**src/pkg/irq_wake_pkg.sv**
```systemverilog
// constants for the interrupt and port wake controller
package irq_wake_pkg;
  localparam logic [7:0] ADDR_EXT0_EDGE_SELECT = 8'hbf;
  localparam logic [7:0] ADDR_PORT1_WAKE_MASK = 8'hc0;
  localparam logic [7:0] ADDR_IRQ_REQUEST_FLAGS = 8'hc8;
  localparam logic [7:0] ADDR_IRQ_ENABLE_BITS = 8'hc9;
  localparam logic [7:0] ADDR_STACK_AND_GLOBAL_ENABLE = 8'hdf;
  localparam int BIT_EXT0 = 0;
  localparam int BIT_EXT1 = 1;
  localparam int BIT_TIMER0 = 4;
  localparam int BIT_TIMER1 = 6;
  localparam int BIT_GLOBAL_IRQ_ENABLE = 7;
  localparam int EDGE_FIELD_LSB = 3;
  localparam logic [7:0] IRQ_BITS_MASK = 8'h53;
  localparam logic [1:0] EDGE_FIELD_RESET = 2'h2;
  localparam logic [1:0] EDGE_RISING = 2'h1;
  localparam logic [1:0] EDGE_FALLING = 2'h2;
  localparam logic [1:0] EDGE_BOTH = 2'h3;
  localparam logic [7:0] PORT1_WAKE_MASK_RESET = 8'h00;
  localparam logic [2:0] STACK_LEVEL_RESET = 3'h7;
  localparam logic [15:0] IRQ_VECTOR_ADDR = 16'h0008;
  localparam logic [7:0] PROGRAM_FLAGS_SAVE_MASK = 8'h3f;
  typedef enum logic [1:0] {
    MODE_NORMAL = 2'b00,
    MODE_SLOW = 2'b01,
    MODE_GREEN = 2'b10,
    MODE_SLEEP = 2'b11
  } cpu_mode_e;
endpackage : irq_wake_pkg

```
**src/rtl/edge_detect.sv**
```systemverilog
// per-pin edge detector on synchronous input pins
`timescale 1ns/10ps
module edge_detect #(
  parameter int WIDTH = 8
) (
  input wire logic clk,
  input wire logic resetn,
  input wire logic [WIDTH-1:0] pins,
  output logic [WIDTH-1:0] rise,
  output logic [WIDTH-1:0] fall
);
  logic [WIDTH-1:0] last;
  logic primed;
  // edges are masked until the history holds a real sample, so no idle level
  // at reset release can look like an edge, whichever way a pin rests
  always_ff @(posedge clk or negedge resetn) begin
    if (!resetn) begin
      primed <= 1'b0;
    end else begin
      primed <= 1'b1;
    end
  end
  genvar g;
  generate
    for (g = 0; g < WIDTH; g++) begin : g_bit
      always_ff @(posedge clk or negedge resetn) begin
        if (!resetn) begin
          last[g] <= 1'b0;
        end else begin
          last[g] <= pins[g];
        end
      end
      assign rise[g] = primed & pins[g] & ~last[g];
      assign fall[g] = primed & ~pins[g] & last[g];
    end
  endgenerate
endmodule : edge_detect

```
**src/rtl/irq_and_port_wake_ctrl.sv**
```systemverilog
// interrupt controller with port wake mask and push/pop buffer
// Behaviour
// - any port 0 change wakes; port 1 pins wake only if masked in
// - port 1 wake mask is write-only, resets to zero, bit n per pin
// - port wake works in sleep and green mode and resumes running
// - external interrupt event wakes from sleep to normal mode
// - entering service clears global enable
// - return-from-interrupt sets global enable
// - taking interrupt pushes stack one level and jumps to address 8
// - no vectoring while global enable is zero
// - enable register bits 0,1,4,6, read/write, reset zero
// - flags share enable bit positions; hardware sets, software clears
// - external source 0 event sets its flag regardless of enable
// - vector only when enable and flag of a source are both one
// - external source 1 sets flag regardless of enable, same service rule
// - external source 1 detects falling edges only
// - source 0 edge field bits 4:3, reset 10: 01 rise, 10 fall, 11 both
// - one-level push/pop buffer of accumulator and flags without status bits
// - timer overflows set their flags regardless of enable
// - green mode wake resumes the previous normal or slow mode
`timescale 1ns/10ps
module irq_and_port_wake_ctrl
  import irq_wake_pkg::*;
#(
  parameter int PORT_WIDTH = 8
) (
  input wire logic clk,
  input wire logic resetn,
  input wire logic [7:0] reg_addr,
  input wire logic [7:0] reg_wdata,
  input wire logic reg_write,
  input wire logic reg_read,
  output logic [7:0] reg_rdata,
  input wire logic [PORT_WIDTH-1:0] port0_pins,
  input wire logic [PORT_WIDTH-1:0] port1_pins,
  input wire logic timer0_overflow,
  input wire logic timer1_overflow,
  input wire logic instr_boundary,
  input wire logic return_from_irq_instruction,
  input wire logic push_instruction,
  input wire logic pop_instruction,
  input wire logic [7:0] accumulator,
  input wire logic [7:0] program_flags,
  input wire logic enter_slow,
  input wire logic enter_normal,
  input wire logic enter_green,
  input wire logic enter_sleep,
  output logic irq_take,
  output logic [15:0] irq_vector,
  output logic [7:0] pop_accumulator,
  output logic [7:0] pop_program_flags,
  output logic wake_event,
  output logic [1:0] cpu_mode
);
  logic [1:0] ext0_edge_field;
  logic [PORT_WIDTH-1:0] port1_wake_mask;
  logic [7:0] irq_request_flags;
  logic [7:0] irq_enable_bits;
  logic global_irq_enable;
  logic [2:0] stack_level_bits;
  logic [7:0] save_accumulator;
  logic [7:0] save_program_flags;
  cpu_mode_e mode;
  cpu_mode_e resume_mode;
  logic [PORT_WIDTH-1:0] p0_rise, p0_fall, p1_rise, p1_fall;

  edge_detect #(.WIDTH(2*PORT_WIDTH)) u_edges (
    .clk(clk),
    .resetn(resetn),
    .pins({port1_pins, port0_pins}),
    .rise({p1_rise, p0_rise}),
    .fall({p1_fall, p0_fall})
  );

  wire wr_edge = reg_write && reg_addr == ADDR_EXT0_EDGE_SELECT;
  wire wr_wake = reg_write && reg_addr == ADDR_PORT1_WAKE_MASK;
  wire wr_flags = reg_write && reg_addr == ADDR_IRQ_REQUEST_FLAGS;
  wire wr_enable = reg_write && reg_addr == ADDR_IRQ_ENABLE_BITS;
  wire wr_stack = reg_write && reg_addr == ADDR_STACK_AND_GLOBAL_ENABLE;

  // reserved code 00 detects nothing
  wire ext0_event = (ext0_edge_field[0] & p0_rise[0]) |
                    (ext0_edge_field[1] & p0_fall[0]);
  wire ext1_event = p0_fall[1];
  wire [7:0] hw_set = ((8'h01 & {8{ext0_event}})
                    | (8'h02 & {8{ext1_event}})
                    | (8'h10 & {8{timer0_overflow}})
                    | (8'h40 & {8{timer1_overflow}})) & IRQ_BITS_MASK;
  wire [7:0] pending = irq_request_flags & irq_enable_bits;
  wire running = mode == MODE_NORMAL || mode == MODE_SLOW;
  wire next_irq_take = running && instr_boundary && global_irq_enable
                     && |pending && !return_from_irq_instruction;
  wire [PORT_WIDTH-1:0] port_change = p0_rise | p0_fall;
  wire port_wake = |port_change | |((p1_rise | p1_fall) & port1_wake_mask);
  wire sleeping = mode == MODE_GREEN || mode == MODE_SLEEP;
  wire next_wake = sleeping && (port_wake || ext0_event || ext1_event
                 || (mode == MODE_GREEN && timer0_overflow));

  // flags: the set term is or-ed after the clear so an event is never lost
  wire [7:0] next_flags = ((wr_flags ? reg_wdata : irq_request_flags) | hw_set)
                        & IRQ_BITS_MASK;
  wire [7:0] rd_value =
      reg_addr == ADDR_EXT0_EDGE_SELECT ? 8'({ext0_edge_field, 3'h0}) :
      reg_addr == ADDR_IRQ_REQUEST_FLAGS ? irq_request_flags :
      reg_addr == ADDR_IRQ_ENABLE_BITS ? irq_enable_bits :
      reg_addr == ADDR_STACK_AND_GLOBAL_ENABLE ?
        {global_irq_enable, 4'h0, stack_level_bits} : 8'h00; // wake mask reads zero

  always_ff @(posedge clk or negedge resetn) begin
    if (!resetn) begin
      irq_request_flags <= 8'h00;
    end else begin
      irq_request_flags <= next_flags;
    end
  end

  always_ff @(posedge clk or negedge resetn) begin
    if (!resetn) begin
      ext0_edge_field <= EDGE_FIELD_RESET;
      port1_wake_mask <= PORT1_WAKE_MASK_RESET;
      irq_enable_bits <= 8'h00;
    end else begin
      if (wr_edge) ext0_edge_field <= reg_wdata[EDGE_FIELD_LSB +: 2];
      if (wr_wake) port1_wake_mask <= reg_wdata[PORT_WIDTH-1:0];
      if (wr_enable) irq_enable_bits <= reg_wdata & IRQ_BITS_MASK;
    end
  end

  // hardware vectoring has priority over a software write in the same cycle
  always_ff @(posedge clk or negedge resetn) begin
    if (!resetn) begin
      global_irq_enable <= 1'b0;
      stack_level_bits <= STACK_LEVEL_RESET;
    end else if (next_irq_take) begin
      global_irq_enable <= 1'b0;
      stack_level_bits <= stack_level_bits - 3'h1;
    end else if (return_from_irq_instruction) begin
      global_irq_enable <= 1'b1;
      stack_level_bits <= stack_level_bits + 3'h1;
    end else if (wr_stack) begin
      global_irq_enable <= reg_wdata[BIT_GLOBAL_IRQ_ENABLE];
      stack_level_bits <= reg_wdata[2:0];
    end
  end

  // single level: a second push overwrites the first
  always_ff @(posedge clk or negedge resetn) begin
    if (!resetn) begin
      save_accumulator <= 8'h00;
      save_program_flags <= 8'h00;
    end else if (push_instruction) begin
      save_accumulator <= accumulator;
      save_program_flags <= program_flags & PROGRAM_FLAGS_SAVE_MASK;
    end
  end

  always_ff @(posedge clk or negedge resetn) begin
    if (!resetn) begin
      mode <= MODE_NORMAL;
      resume_mode <= MODE_NORMAL;
    end else begin
      unique case (mode)
        MODE_NORMAL, MODE_SLOW: begin
          if (enter_sleep) begin
            mode <= MODE_SLEEP;
          end else if (enter_green) begin
            mode <= MODE_GREEN;
            resume_mode <= mode;
          end else if (enter_slow) begin
            mode <= MODE_SLOW;
          end else if (enter_normal) begin
            mode <= MODE_NORMAL;
          end
        end
        MODE_GREEN: begin
          if (next_wake) mode <= resume_mode;
        end
        MODE_SLEEP: begin
          if (next_wake) mode <= MODE_NORMAL;
        end
      endcase
    end
  end

  always_ff @(posedge clk or negedge resetn) begin
    if (!resetn) begin
      reg_rdata <= 8'h00;
      irq_take <= 1'b0;
      irq_vector <= 16'h0000;
      pop_accumulator <= 8'h00;
      pop_program_flags <= 8'h00;
      wake_event <= 1'b0;
      cpu_mode <= MODE_NORMAL;
    end else begin
      if (reg_read) reg_rdata <= rd_value;
      irq_take <= next_irq_take;
      if (next_irq_take) irq_vector <= IRQ_VECTOR_ADDR;
      if (pop_instruction) begin
        pop_accumulator <= save_accumulator;
        pop_program_flags <= save_program_flags;
      end
      wake_event <= next_wake;
      cpu_mode <= mode;
    end
  end

  property p_flag_set_wins;
    @(posedge clk) disable iff (!resetn)
      (timer0_overflow && wr_flags && !reg_wdata[BIT_TIMER0]) |=> irq_request_flags[BIT_TIMER0];
  endproperty
  a_flag_set_wins: assert property (p_flag_set_wins) else $error("timer0 flag lost");

  property p_take_clears_gie;
    @(posedge clk) disable iff (!resetn)
      next_irq_take |=> !global_irq_enable && irq_take && irq_vector == 16'h0008;
  endproperty
  a_take_clears_gie: assert property (p_take_clears_gie) else $error("vector entry wrong");

  property p_return_from_irq_instruction_sets_gie;
    @(posedge clk) disable iff (!resetn)
      (return_from_irq_instruction && !next_irq_take) |=> global_irq_enable;
  endproperty
  a_return_from_irq_instruction_sets_gie: assert property (p_return_from_irq_instruction_sets_gie) else $error("gie not set");

  property p_stack_push;
    @(posedge clk) disable iff (!resetn)
      next_irq_take |=> stack_level_bits == $past(stack_level_bits) - 3'h1;
  endproperty
  a_stack_push: assert property (p_stack_push) else $error("stack not pushed");

  property p_no_take_without_gie;
    @(posedge clk) disable iff (!resetn)
      !global_irq_enable |=> !irq_take;
  endproperty
  a_no_take_without_gie: assert property (p_no_take_without_gie) else $error("take w/o gie");

  property p_take_needs_pending;
    @(posedge clk) disable iff (!resetn)
      (pending == 8'h00) |=> !irq_take;
  endproperty
  a_take_needs_pending: assert property (p_take_needs_pending) else $error("take w/o pend");

  property p_ext1_fall;
    @(posedge clk) disable iff (!resetn)
      (!port0_pins[1] && $past(port0_pins[1]) && $past(resetn))
        |=> irq_request_flags[BIT_EXT1];
  endproperty
  a_ext1_fall: assert property (p_ext1_fall) else $error("ext1 fall missed");

  property p_ext0_rise_only;
    @(posedge clk) disable iff (!resetn)
      (ext0_edge_field == EDGE_RISING && p0_fall[0] && !wr_flags
       && !irq_request_flags[BIT_EXT0]) |=> !irq_request_flags[BIT_EXT0];
  endproperty
  a_ext0_rise_only: assert property (p_ext0_rise_only) else $error("ext0 wrong edge");

  property p_sleep_wakes_normal;
    @(posedge clk) disable iff (!resetn)
      (mode == MODE_SLEEP && |port_change) |=> mode == MODE_NORMAL ##1 wake_event == 1'b0;
  endproperty
  a_sleep_wakes_normal: assert property (p_sleep_wakes_normal) else $error("no wake");

  property p_green_resume;
    @(posedge clk) disable iff (!resetn)
      (mode == MODE_GREEN && next_wake) |=> mode == resume_mode;
  endproperty
  a_green_resume: assert property (p_green_resume) else $error("bad resume");

  // resume_mode only ever holds normal or slow, so green must be left at once
  property p_green_timer_wake;
    @(posedge clk) disable iff (!resetn)
      (mode == MODE_GREEN && timer0_overflow) |=> wake_event && mode != MODE_GREEN;
  endproperty
  a_green_timer_wake: assert property (p_green_timer_wake) else $error("no timer wake");
endmodule : irq_and_port_wake_ctrl
```
**config.mk**
```make
export PLATFORM = sky130hd
export DESIGN_NAME = irq_and_port_wake_ctrl
export DESIGN_NICKNAME = d
export VERILOG_FILES = /design/src/pkg/irq_wake_pkg.sv /design/src/rtl/edge_detect.sv /design/src/rtl/irq_and_port_wake_ctrl.sv
export SDC_FILE = /design/constraint.sdc
export NUM_CORES = 1
export LEC_CHECK = 0
export BUFFER_PORTS_ARGS = -buffer_cell sky130_fd_sc_hd__buf_2
export CELL_PAD_IN_SITES_DETAIL_PLACEMENT = 0
export CELL_PAD_IN_SITES_GLOBAL_PLACEMENT = 1
export CORE_MARGIN = 5
export CORE_UTILIZATION = 44
export CTS_CLUSTER_DIAMETER = 50
export DETAILED_ROUTE_END_ITERATION = 10
export PLACE_DENSITY = 0.95
export REMOVE_ABC_BUFFERS = 1
export SLEW_MARGIN = 20
export SYNTH_ARGS = -nofsm -noshare
export SYNTH_HDL_FRONTEND = slang
export SYNTH_SLANG_ARGS = --single-unit
```
**constraint.sdc**
```tcl
create_clock -name clk -period 3.1 [get_ports clk]
set_input_delay 0.155 -clock clk [delete_from_list [all_inputs] [get_ports clk]]
set_output_delay 0.155 -clock clk [all_outputs]
set_load 0.05 [all_outputs]
```
; After elaboration in Yosys (flattened, before gate mapping)
; Index checks and enable logic that the tools add are counted.
[word_totals]
ff_bits = 84
latch_bits = 0
ram_bits = 0
rom_bits = 0
wordCells = 199
memories = 0
[classes]
add_sub_neg = 2
n_mul = 0
n_div = 0
n_lt_le_gt_ge = 0
eq_ne = 11
shifts = 0
n_mux = 18
bitwise_logic = 109
n_reduce_logical = 25
[ops]
columns = operator, count
row1 = $and A1 B1 Y1, 66
row2 = $eq A8 B8 Y1 const B, 5
row3 = $not A1 Y1, 33
row4 = $mux W8, 4
row5 = $reduce_or A8 Y1, 3
row6 = $or A8 B8 Y8, 2
row7 = $mux W2, 6
row8 = $logic_and A1 B1 Y1, 11
row9 = $mux W3, 3
row10 = $and A8 B8 Y8, 1
row11 = $and A7 B7 Y7, 1
row12 = $mux W7, 1
row13 = $or A5 B7 Y7, 1
row14 = $or A7 B7 Y7, 1
row15 = $pmux W2 S3, 1
row16 = $reduce_and A3 Y1, 2
row17 = $logic_or A1 B1 Y1, 5
row18 = $ne A5 B5 Y1 const B, 1
row19 = $or A2 B5 Y5, 1
row20 = $eq A2 B2 Y1 const B, 2
row21 = $ne A2 B2 Y1 const B, 2
row22 = $add A3 B1 Y3 const B, 1
row23 = $mux W1, 3
row24 = $reduce_bool A3 Y1, 1
row25 = other kinds (7), 8

; Longest topological paths before layout
; Gate-level depths: netlist of run 1.
[depth]
ltp_word = 13
mapped_depth = 6
mapped_depth_nobuf = 5

; Cells and area by module
; Synthesis of run 1 repeated with hierarchy kept, for this count alone.
[unflattened]
cells_unflattened = 306
area_unflattened_um2 = 3764.9
[by_module_without_submodules]
columns = module, instances, cells_per_inst, area_each_um2, seq_area_each_um2
row1 = irq_and_port_wake_ctrl, 1, 253, 3004.1, 1656.6
row2 = edge_detect, 1, 53, 760.7, 425.4

; Worst setup path before layout of run 1
; No wires, ideal clock.
[synth_path]
path_type = input -> register
startpoint = in reg_addr[2]
endpoint = reg irq_request_flags[4]
setup_time_ns = 0.121
t_arrival_ns = 1.638
required_ns = 2.979
slack_ns = 1.341
path_stages = 6
n_path_buf = 1
cell_sequence = or2_4 -> or4_4 -> or3b_1 -> buf_6 -> mux2i_1 -> nand2b_1
[synth_via]
elab_chain_len = 4
[synth_rtl]
columns = item, line_no
row1 = "start, declared", irq_and_port_wake_ctrl.sv:29  ; input wire logic [7:0] reg_addr,
row2 = $eq A8 B8 Y1, irq_and_port_wake_ctrl.sv:77  ; wire wr_flags = reg_write && reg_addr == ADDR_IRQ_REQUEST_FLAGS;
row3 = $logic_and A1 B1 Y1, irq_and_port_wake_ctrl.sv:77
row4 = $mux W7, irq_and_port_wake_ctrl.sv:100  ; wire [7:0] next_flags = ((wr_flags ? reg_wdata : irq_request_flags) | hw_set)
row5 = $or A7 B7 Y7, irq_and_port_wake_ctrl.sv:100
row6 = via next_flags[4], irq_and_port_wake_ctrl.sv:100
row7 = "end signal, assigned", irq_and_port_wake_ctrl.sv:113  ; irq_request_flags <= next_flags;
row8 = "end, declared", irq_and_port_wake_ctrl.sv:57  ; logic [7:0] irq_request_flags;
; The timed path passes the listed nets, and every way through them passes these cells.
; A chain may end at the register's enable or synchronous reset.

; Worst setup path after layout of run 1
[layout_path]
startpoint = in port1_pins[1]
endpoint = reg mode[0]
[layout_via]
elab_chain_len = 13
word_cells_on_any_way = 16
cone_classes = eq/ne: 2 / bitwise: 8 / reduce/logical: 6
[layout_rtl]
columns = item, line_no
row1 = "start, declared", irq_and_port_wake_ctrl.sv:35  ; input wire logic [PORT_WIDTH-1:0] port1_pins,
row2 = $not A1 Y1, edge_detect.sv:34  ; assign fall[g] = primed & ~pins[g] & last[g];
row3 = $and A1 B1 Y1 (2 in series), edge_detect.sv:34
row4 = $or A8 B8 Y8 (*), irq_and_port_wake_ctrl.sv:94  ; wire port_wake = |port_change | |((p1_rise | p1_fall) & port1_wake_mask);
row5 = $and A8 B8 Y8 (*), irq_and_port_wake_ctrl.sv:94
row6 = $reduce_or A8 Y1 (*), irq_and_port_wake_ctrl.sv:94
row7 = $or A1 B1 Y1 (*), irq_and_port_wake_ctrl.sv:94
row8 = $logic_or A1 B1 Y1 (*) (2 in series), irq_and_port_wake_ctrl.sv:96  ; wire next_wake = sleeping && (port_wake || ext0_event || ext1_event
row9 = $logic_or A1 B1 Y1 (*), irq_and_port_wake_ctrl.sv:97  ; || (mode == MODE_GREEN && timer0_overflow));
row10 = $logic_and A1 B1 Y1 (*), irq_and_port_wake_ctrl.sv:96
row11 = $ne A2 B2 Y1 (no line), --
row12 = $reduce_and A3 Y1 (no line) (*), --
row13 = "end signal, assigned", irq_and_port_wake_ctrl.sv:176  ; if (next_wake) mode <= resume_mode;
row14 = "end, declared", irq_and_port_wake_ctrl.sv:63  ; cpu_mode_e mode;
; Every way passes the cells marked *; elsewhere a longest branch is shown, timed or not.

==> qor.yml, run 1 <==
min_to: "irq_request_flags[6]$_DFF_PN0_"
synthMuxAreaShare_pct: 15.9
hold_viol: 0
final_common_cell: "buf_2"
cp_slowest_cell: "dlygate4sd3_1"
antenna_found_initial: 0
period_share_pct: 57.7
core_um2: 8090
antenna_cells: 0
grt_pass1_vias: 2477
cap_violations: 0
fp.dieArea_um2: 10100
finalNonFillerCells: 499
startpoint_type: "primary input"
final_area_um2: 4420
place.gp.congestion: 0.815
ant_nets: 0
final.min_clock_period_ps: 1790
cp_data_required_time_ps: 3350
insertion_delay_ps: 340
synth_xor_area_share_pct: 3.87
gr-usage-all-layers_pct: 14.9
place_area_um2: 4070
start_util_pct: 44.7
worstRegToRegCells: 4
cts_buffer_depth: 2
tightest_slew_ps: 719
die_w_um: 101
routed_via_density: 4.82
cts-root-buf: "clkbuf_8"
fmax_mhz: 559
max_slew_margin_pct: 52.1
hold_start: "timer1_overflow"
p_leak_nw: 2.13
syn2layout_area_growth_pct: 22.1
crit_fanout: 3
end_kind: "flip-flop"
synthCells: 283
post-route-drc-count: 0
crit_arrival_ps: 2040
ys_seq_area_share_pct: 57.6
min_path_type: "primary input to flip-flop"
fillerInstances: 733
synth_area_um2: 3620
r2r_setup_slack_ps: 1440
cpPeakStageDelay_ps: 540
r2r-start: "mode[1]$_DFFE_PN0P_"
finalWirelength_um: 7220
ys_async_sr_fraction_pct: 100
io_buffer_count: 85
pin_count: 106
hold_depth: 2
yosysWarnings: 0
status: "finished, final reports clean"
ir_worst_vdd_v: 0.000321
vias: 2405
synth-compound-area-share_pct: 5.91
synth_edf_count: 0
slew_viol_final: 0
dp_hpwl_um: 5290
wl_per_cell_um: 14.5
grt_pass1_wl_um: 11900
final_cell_mix: "buf_2 (84), dfrtp_1 (79), mux2_2 (44)"
holdWs_ps: 28.6
timing.critical_path.buf_inv: 2
timing.rr.end: "stack_level_bits[2]$_DFFE_PN1P_"
grt_setup_unrepaired: "false"
syn-mean-instance-area_um2: 12.8
final_net_count: 453
power_density_nw_per_um2: 586
drtIter0Drc: 70
critPathKind: "primary input to flip-flop"
grt_max_degree: 84
synthAdderAreaFrac_pct: 0.692
cts-buffers-inserted: 9
ys.flop_type: "dfrtp_1"
drive_above_1_share_pct: 39.6
fin_tns_setup_ps: 0
clk_pin_slew_ps: 80
placedCellCount: 465
cts_tree: "yes"
h-tree-depth: 3
first_pass_iters: 4
synth_cell_types: 48
synth_top_family_by_area: "multiplexers"
num_rows: 33
cts.sinks: 83
synthSimpleGateAreaFrac_pct: 10.2
worstPathCellList: "dlygate4sd3_1 > buf_2 > xor2_1 > a222oi_1 > nand4_1 > or3_1 > o211ai_1"
cp_top_family: "buffers and inverters"
gr-total-overflow: 0
ys_ff_latch: 83
setup_viol: 0
fp.dieH_um: 101
skew_ps: 12.8
-- synth_stat cells, types with 2 or more instances --
library cell	instances	share of area (%)
nor4_1	2	0.35
or3_1	3	0.52
buf_4	18	3.7
a21oi_1	5	0.69
nand3_1	5	0.69
dfrtp_1	79	55
xor2_1	14	3.4
mux2i_1	8	2.2
a22oi_1	4	0.83
nand4_1	4	0.69
mux2_2	44	14
conb_1	2	0.21
nor3_1	7	0.97
nand2_1	11	1.1
o21ai_0	6	0.83
nand3b_1	2	0.41
xnor2_1	2	0.48
dfstp_2	4	2.9
clkbuf_1	5	0.52
a211oi_1	2	0.41
nor2b_1	5	0.86
or2_2	2	0.35
ha_1	2	0.69
nor2_1	8	0.83
and3b_1	2	0.48
a221o_1	2	0.55
inv_1	9	0.93
or3_2	2	0.41
a31o_2	2	0.48
nand2b_1	4	0.69
-- layout make-up --
type	instances	area [µm²]	area share, %
well taps	105	131	2.98
flip-flops and latches	83	2080	47.2
multi-input cells	183	1400	31.6
clock buffers	11	131	2.98
repair buffers	103	612	13.9
clock inverters	5	30.0	0.680
inverters	9	33.8	0.765
-- worst register-to-register path: stages (launching register included) --
cell	delay (ps)
dfrtp_1	500
a211oi_1	500
or2_2	270
mux2i_1	190
o211a_1	160
-- sequential cells by signal (all words and copies together), names as in the netlist, 2 cells and up --
| name | flops |
|---|---|
| port1_wake_mask | 8 |
| resume_mode | 2 |
| irq_enable_bits | 4 |
| stack_level_bits | 3 |
| pop_program_flags | 6 |
| mode | 2 |
| irq_request_flags | 4 |
| cpu_mode | 2 |
| pop_accumulator | 8 |
| reg_rdata | 7 |
| save_program_flags | 6 |
| ext0_edge_field | 2 |
| save_accumulator | 8 |
| u_edges.last | 16 |
-- layer usage --
metal / global-route usage (%) / wire, µm
met5: 0 / 0
met4: 6.11 / 22
met3: 5.26 / 666
met2: 23.1 / 3470
met1: 19.0 / 3060
-- worst max path at each step --
| stage | start | end | slack, ps | cells past startpoint |
|---|---|---|---|---|
| floorplan | reg_addr[2] | irq_request_flags[4]$_DFF_PN0_ | 1350 | 5 |
| global placement | reg_addr[2] | irq_request_flags[0]$_DFF_PN0_ | 1150 | 6 |
| detailed placement | reg_addr[2] | irq_request_flags[4]$_DFF_PN0_ | 1130 | 6 |
| CTS | port1_pins[1] | mode[0]$_DFFE_PN0P_ | 1280 | 7 |
| finish | port1_pins[1] | mode[0]$_DFFE_PN0P_ | 1310 | 7 |
| global route | port1_pins[1] | mode[0]$_DFFE_PN0P_ | 1070 | 7 |
-- cell families (layout without fill, tap and decap cells) --
logic type      after synthesis  after routing
other cells                   2             19
xor+xnor                     16             16
mux                          52             52
buf+inv                      34            128
simple gates                 64             64
compound gates               30             30
flops                        83             83
fa+ha+maj                     2              2
-- where the power goes --
group          internal, W  switching (W)
sequential         0.00123      0.0000957
clock             0.000287       0.000361
combinational     0.000213       0.000403
total              0.00173       0.000859
-- stage by stage --
stage / power [W] / util [%] / worst slack (ps)
global placement: 0.00192 / 50.3 / 1150
global route: 0.00273 / 54.6 / 1070
CTS: 0.00262 / 54.4 / 1280
finish: 0.00259 / 54.6 / 1310
floorplan: 0.00175 / - / 1350
detailed placement: 0.00195 / 50.3 / 1130
-- repair_timing --
| item | in CTS | in global routing |
|---|---|---|
| gates resized for setup | 0 | 0 |
| setup endpoints to repair | 0 | 0 |
| endpoints found under the hold margin | 17 | 79 |
| hold buffers | 17 | 1 |
| setup buffers | 0 | 0 |
Note: power is estimated with default switching activity, not from simulation.
==> run 2, diff against run 1 <==
--- a/config.mk
+++ b/config.mk
@@ -9,10 +9,10 @@
 export CELL_PAD_IN_SITES_DETAIL_PLACEMENT = 0
 export CELL_PAD_IN_SITES_GLOBAL_PLACEMENT = 1
 export CORE_MARGIN = 5
-export CORE_UTILIZATION = 44
+export CORE_UTILIZATION = 36
 export CTS_CLUSTER_DIAMETER = 50
 export DETAILED_ROUTE_END_ITERATION = 10
-export PLACE_DENSITY = 0.95
+export PLACE_DENSITY = 0.85
 export REMOVE_ABC_BUFFERS = 1
 export SLEW_MARGIN = 20
 export SYNTH_ARGS = -nofsm -noshare
==> constraint.sdc (replaced) <==
create_clock -name clk -period 1.5 [get_ports clk]
set_input_delay 0.075 -clock clk [delete_from_list [all_inputs] [get_ports clk]]
set_output_delay 0.075 -clock clk [all_outputs]
set_load 0.05 [all_outputs]
==> run 2 against run 1 <==
The run now ends with negative setup slack left. Via count grew 10%. Register-to-register slack lost 1500 ps. Largest cell class unchanged. Critical path type is now flip-flop to flip-flop. Highest routed layer unchanged. Critical path depth shrank 1.
==> qor.yml, run 2 (synthesis gave the netlist of run 1 again) <==
grt_pass1_wl_um: 13600
final_net_count: 500
cts-root-buf: "clkbuf_8"
post-route-drc-count: 0
holdWs_ps: 29.9
hold_viol: 0
p_switching_w: 0.00187
p_comb_share_pct: 23.9
critPathKind: "flip-flop to flip-flop"
min_path_type: "primary input to flip-flop"
drive_above_1_share_pct: 42.6
p_clk_share_pct: 31.8
fmax_mhz: 628
insertion_delay_ps: 340
power_density_nw_per_um2: 1230
gr-total-overflow: 0
grt_pass1_vias: 2816
period_share_pct: 106
setup_viol: 2
wl_per_cell_um: 14.6
h-tree-depth: 3
gr-usage-all-layers_pct: 14.6
antenna_found_initial: 0
first_pass_iters: 5
intPower_w: 0.00424
io_buffer_count: 85
grt_setup_unrepaired: "true"
finalWirelength_um: 8410
ant_nets: 0
fillerInstances: 854
cpPeakStageDelay_ps: 380
final.min_clock_period_ps: 1590
startpoint_type: "flip-flop"
finalNonFillerCells: 574
final_area_um2: 4980
cp_slowest_cell: "dfrtp_1"
place_area_um2: 4310
cp_data_required_time_ps: 1760
dp_hpwl_um: 6000
top_register: "u_edges.last"
pin_count: 106
largest_register_ffs: 16
skew_ps: 8.40
cts_buffer_depth: 2
timing.critical_path.buf_inv: 1
crit_arrival_ps: 1850
p_leak_nw: 2.39
final_common_cell: "buf_2"
num_rows: 36
placedCellCount: 518
drtIter0Drc: 87
seqPwrFrac_pct: 44.3
fp.dieArea_um2: 12200
crit_fanout: 3
ir_worst_vdd_v: 0.000742
start_util_pct: 37.0
vias: 2650
fp.dieH_um: 110
cp_top_family: "compound AO/OA/AOI/OAI gates"
violations: "negative setup slack"
cts_setup_buffers: 0
switching_share_pct: 30.6
cts-buffers-inserted: 9
worstPathCellList: "xor2_1 > a222oi_1 > buf_4 > nand4_1 > or3_1 > o211ai_1"
routed_via_density: 4.62
fin_tns_setup_ps: -113
clk_pin_slew_ps: 80
syn2layout_area_growth_pct: 37.8
die_w_um: 110
slew_viol_final: 0
cap_violations: 0
grt_max_degree: 84
core_um2: 9770
cts.sinks: 83
final_cell_mix: "buf_2 (84), dfrtp_1 (79), mux2_2 (44)"
end_kind: "flip-flop"
place.gp.congestion: 0.756
status: "finished, violations left"
setup_ws_ps: -92.9
cts_tree: "yes"
antenna_cells: 0
-- run 2: metrics by stage --
stage | worst slack, ps | total power, W | utilization [%]
2_1_floorplan | -168 | 0.00361 | -
3_3_place_gp | -332 | 0.00407 | 44.0
3_5_place_dp | -376 | 0.00413 | 44.0
4_1_cts | -103 | 0.00616 | 50.7
5_1_grt | -148 | 0.00643 | 51.0
6_report | -92.9 | 0.00611 | 51.0
-- run 2: metal layers --
metal	global-route usage [%]	vias up	part of all wire, %
met5	0	-	0
met4	5.28	0	1.2
met3	4.83	12	7.5
met2	24.3	86	49
met1	17.7	1287	42
li1	-	1265	-
-- run 2: area by class of cell --
type                            count  area [µm²]  share of cell area, %
Clock buffer                       12         145                   2.91
Clock inverter                      4        97.6                   1.96
Inverter                            9        33.8                  0.678
Multi-Input combinational cell    183        1430                   28.7
Sequential cell                    83        2080                   41.8
Tap cell                          133         166                   3.34
Timing Repair Buffer              150        1030                   20.6
-- run 2: what timing repair did --
item | in CTS | in global routing
endpoints found under the setup margin | 5 | 8
cloned | 0 | 0
gates resized for setup | 3 | 5
pin swaps | 1 | 3
hold buffers | 39 | 1
endpoints found under the hold margin | 118 | 1
-- run 2: tightest hold or removal path, delay by kind of cell --
family | cells | cell delay [ps]
simple gates | 1 | 70
buf+inv | 1 | 120
mux | 1 | 70
-- run 2: worst paths after layout --
check | from | slack [ps] | cells after the start | to
setup / recovery | u_edges.last[9]$_DFF_PN0_ | -90 | 6 | mode[0]$_DFFE_PN0P_
hold / removal | reg_wdata[6] | 30 | 3 | irq_request_flags[6]$_DFF_PN0_
setup reg to reg | u_edges.last[9]$_DFF_PN0_ | -90 | 6 | mode[0]$_DFFE_PN0P_
hold reg to reg | irq_vector[3]$_DFFE_PN0P_ | 480 | 1 | irq_vector[3]$_DFFE_PN0P_
max in group asynchronous | resetn | 830 | 3 | stack_level_bits[2]$_DFFE_PN1P_
min in group asynchronous | resetn | 310 | 3 | u_edges.last[5]$_DFF_PN0_
-- run 2: power groups by stage --
stage               logic (W)  registers, W  clock network [W]
detailed placement    0.00138       0.00275                  0
global placement      0.00135       0.00273                  0
finish                0.00146       0.00271            0.00194
global route          0.00158       0.00275            0.00210
CTS                   0.00146       0.00271            0.00199
floorplan            0.000493       0.00312                  0
==> run 3, diff against run 2 <==
--- a/config.mk
+++ b/config.mk
@@ -9,10 +9,11 @@
 export CELL_PAD_IN_SITES_DETAIL_PLACEMENT = 0
 export CELL_PAD_IN_SITES_GLOBAL_PLACEMENT = 1
 export CORE_MARGIN = 5
-export CORE_UTILIZATION = 36
+export CORE_UTILIZATION = 38
+export CTS_BUF_LIST = sky130_fd_sc_hd__clkbuf_8
 export CTS_CLUSTER_DIAMETER = 50
 export DETAILED_ROUTE_END_ITERATION = 10
-export PLACE_DENSITY = 0.85
+export PLACE_DENSITY = 0.88
 export REMOVE_ABC_BUFFERS = 1
 export SLEW_MARGIN = 20
 export SYNTH_ARGS = -nofsm -noshare
==> run 3 against run 2 <==
The flow still finishes with violations (negative setup slack). Sequential cell count unchanged. Clock power decreased by 10%. First-iteration DRC count decreased by 14%. Maximum frequency fell by 0.30%. Largest cell class unchanged. Critical path depth shrank 1. Final area down 0.50%. Die area decreased by 4.8%.
==> qor.yml, run 3 (synthesis gave the netlist of run 1 again) <==
insertion_delay_ps: 340
cts-root-buf: "clkbuf_8"
crit_arrival_ps: 1860
ir_worst_vdd_v: 0.000879
min_path_type: "primary input to flip-flop"
setup_ws_ps: -97.7
drive_above_1_share_pct: 43.3
gr-total-overflow: 0
clk_pin_slew_ps: 80
violations: "negative setup slack"
dp_hpwl_um: 5980
start_util_pct: 39.1
first_pass_iters: 4
gr-usage-all-layers_pct: 14.9
fmax_mhz: 626
fp.dieH_um: 108
status: "finished, violations left"
period_share_pct: 107
antenna_cells: 0
p_leak_nw: 2.38
startpoint_type: "flip-flop"
r2r-start: "u_edges.last[6]$_DFF_PN0_"
grt_setup_unrepaired: "true"
worstRegToRegCells: 5
hold_depth: 3
min_to: "irq_request_flags[1]$_DFF_PN0_"
grt_pass1_vias: 2882
io_buffer_count: 85
vias: 2612
largest_register_ffs: 16
cp_data_required_time_ps: 1760
final.min_clock_period_ps: 1600
skew_ps: 7.81
pin_count: 106
final_cell_mix: "buf_2 (84), dfrtp_1 (79), mux2_2 (44)"
power_density_nw_per_um2: 1190
cts-buffers-inserted: 9
antenna_found_initial: 0
multi_input_area_um2: 1440
grt_max_degree: 33
cts.sinks: 83
timing.rr.end: "mode[0]$_DFFE_PN0P_"
cap_violations: 0
post-route-drc-count: 0
end_kind: "flip-flop"
finalWirelength_um: 8160
place.gp.congestion: 0.781
core_um2: 9240
routed_via_density: 4.60
drtIter0Drc: 75
syn2layout_area_growth_pct: 37.1
critPathKind: "flip-flop to flip-flop"
final_net_count: 499
r2r_setup_slack_ps: -100
num_rows: 35
ant_nets: 0
fin_tns_setup_ps: -150
h-tree-depth: 3
hold_viol: 0
post-place-ws_ps: -365
top_register: "u_edges.last"
die_w_um: 108
setup_viol: 3
register_area_um2: 2080
cts_tree: "yes"
wl_per_cell_um: 14.4
grt_pass1_wl_um: 13500
fillerInstances: 796
fp.dieArea_um2: 11600
cts_buffer_depth: 2
slew_viol_final: 0
final_common_cell: "buf_2"
crit_fanout: 3
hold_start: "reg_wdata[1]"
==> run 3: changes by cell type in the layout (fill, tap and decap cells not counted) <==
cell / previous run / this run
or3_1: 3 / 2
or3_4: 0 / 1
clkinv_2: 0 / 2
clkbuf_1: 2 / 0
dlygate4sd3_1: 40 / 39
buf_12: 1 / 2
buf_4: 25 / 24
bufinv_16: 3 / 2
==> run 3: layer usage <==
layer  up-vias  global-route usage, %  routed length [µm]
li1       1259                      -                   -
met4         0                   5.68                 112
met3        11                   4.56                 676
met1      1254                   17.6                3320
met5         -                      0                   0
met2        88                   25.3                4040
==> run 3: worst max-delay path by stage <==
stage	cells past startpoint	startpoint	endpoint
after global placement	6	reg_addr[2]	irq_request_flags[0]$_DFF_PN0_
after global routing	6	u_edges.last[9]$_DFF_PN0_	mode[0]$_DFFE_PN0P_
final	5	u_edges.last[6]$_DFF_PN0_	mode[0]$_DFFE_PN0P_
after floorplan	5	reg_addr[2]	irq_request_flags[4]$_DFF_PN0_
after CTS	6	u_edges.last[9]$_DFF_PN0_	mode[0]$_DFFE_PN0P_
after detailed placement	6	reg_addr[2]	irq_request_flags[6]$_DFF_PN0_
==> run 3: critical path, cell delays in order (launching register included) <==
cell and delay [ps]:
dfrtp_1 380, xor2_1 150, nor4_2 290, nand4_1 210
or3_1 390, o211ai_1 90
==> run 3: where the power goes <==
group          total, W  switching, W  internal [W]
Sequential      0.00270      0.000166       0.00253
Combinational   0.00146      0.000904      0.000556
Clock           0.00174      0.000767      0.000968
==> run 3: area by class of cell <==
type                       count  area share, %
sequential                    83           42.0
clock inverter                 5           1.56
multi-input combinational    183           29.0
tap                          129           3.25
inverter                       9          0.681
timing repair buffer         149           20.8
clock buffer                  10           2.77
==> run 3: what timing repair did <==
| action | in CTS | in global routing |
|---|---|---|
| buffers inserted | 0 | 0 |
| endpoints found under the setup margin | 5 | 9 |
| endpoints found under the hold margin | 68 | 0 |
| hold buffers | 39 | 0 |
| pin swaps | 1 | 3 |
| resized for setup | 3 | 6 |
==> run 3: metrics by stage <==
stage	hold slack, ps	cells	utilization, %	cell area (µm²)	total power, W
detailed placement	53.4	514	46.7	4310	0.00411
floorplan	-221	275	-	3510	0.00361
finish	27.8	568	53.7	4960	0.00589
global placement	52.1	514	46.7	4310	0.00408
global route	8.85	568	53.7	4960	0.00621
CTS	0.585	568	53.4	4930	0.00595
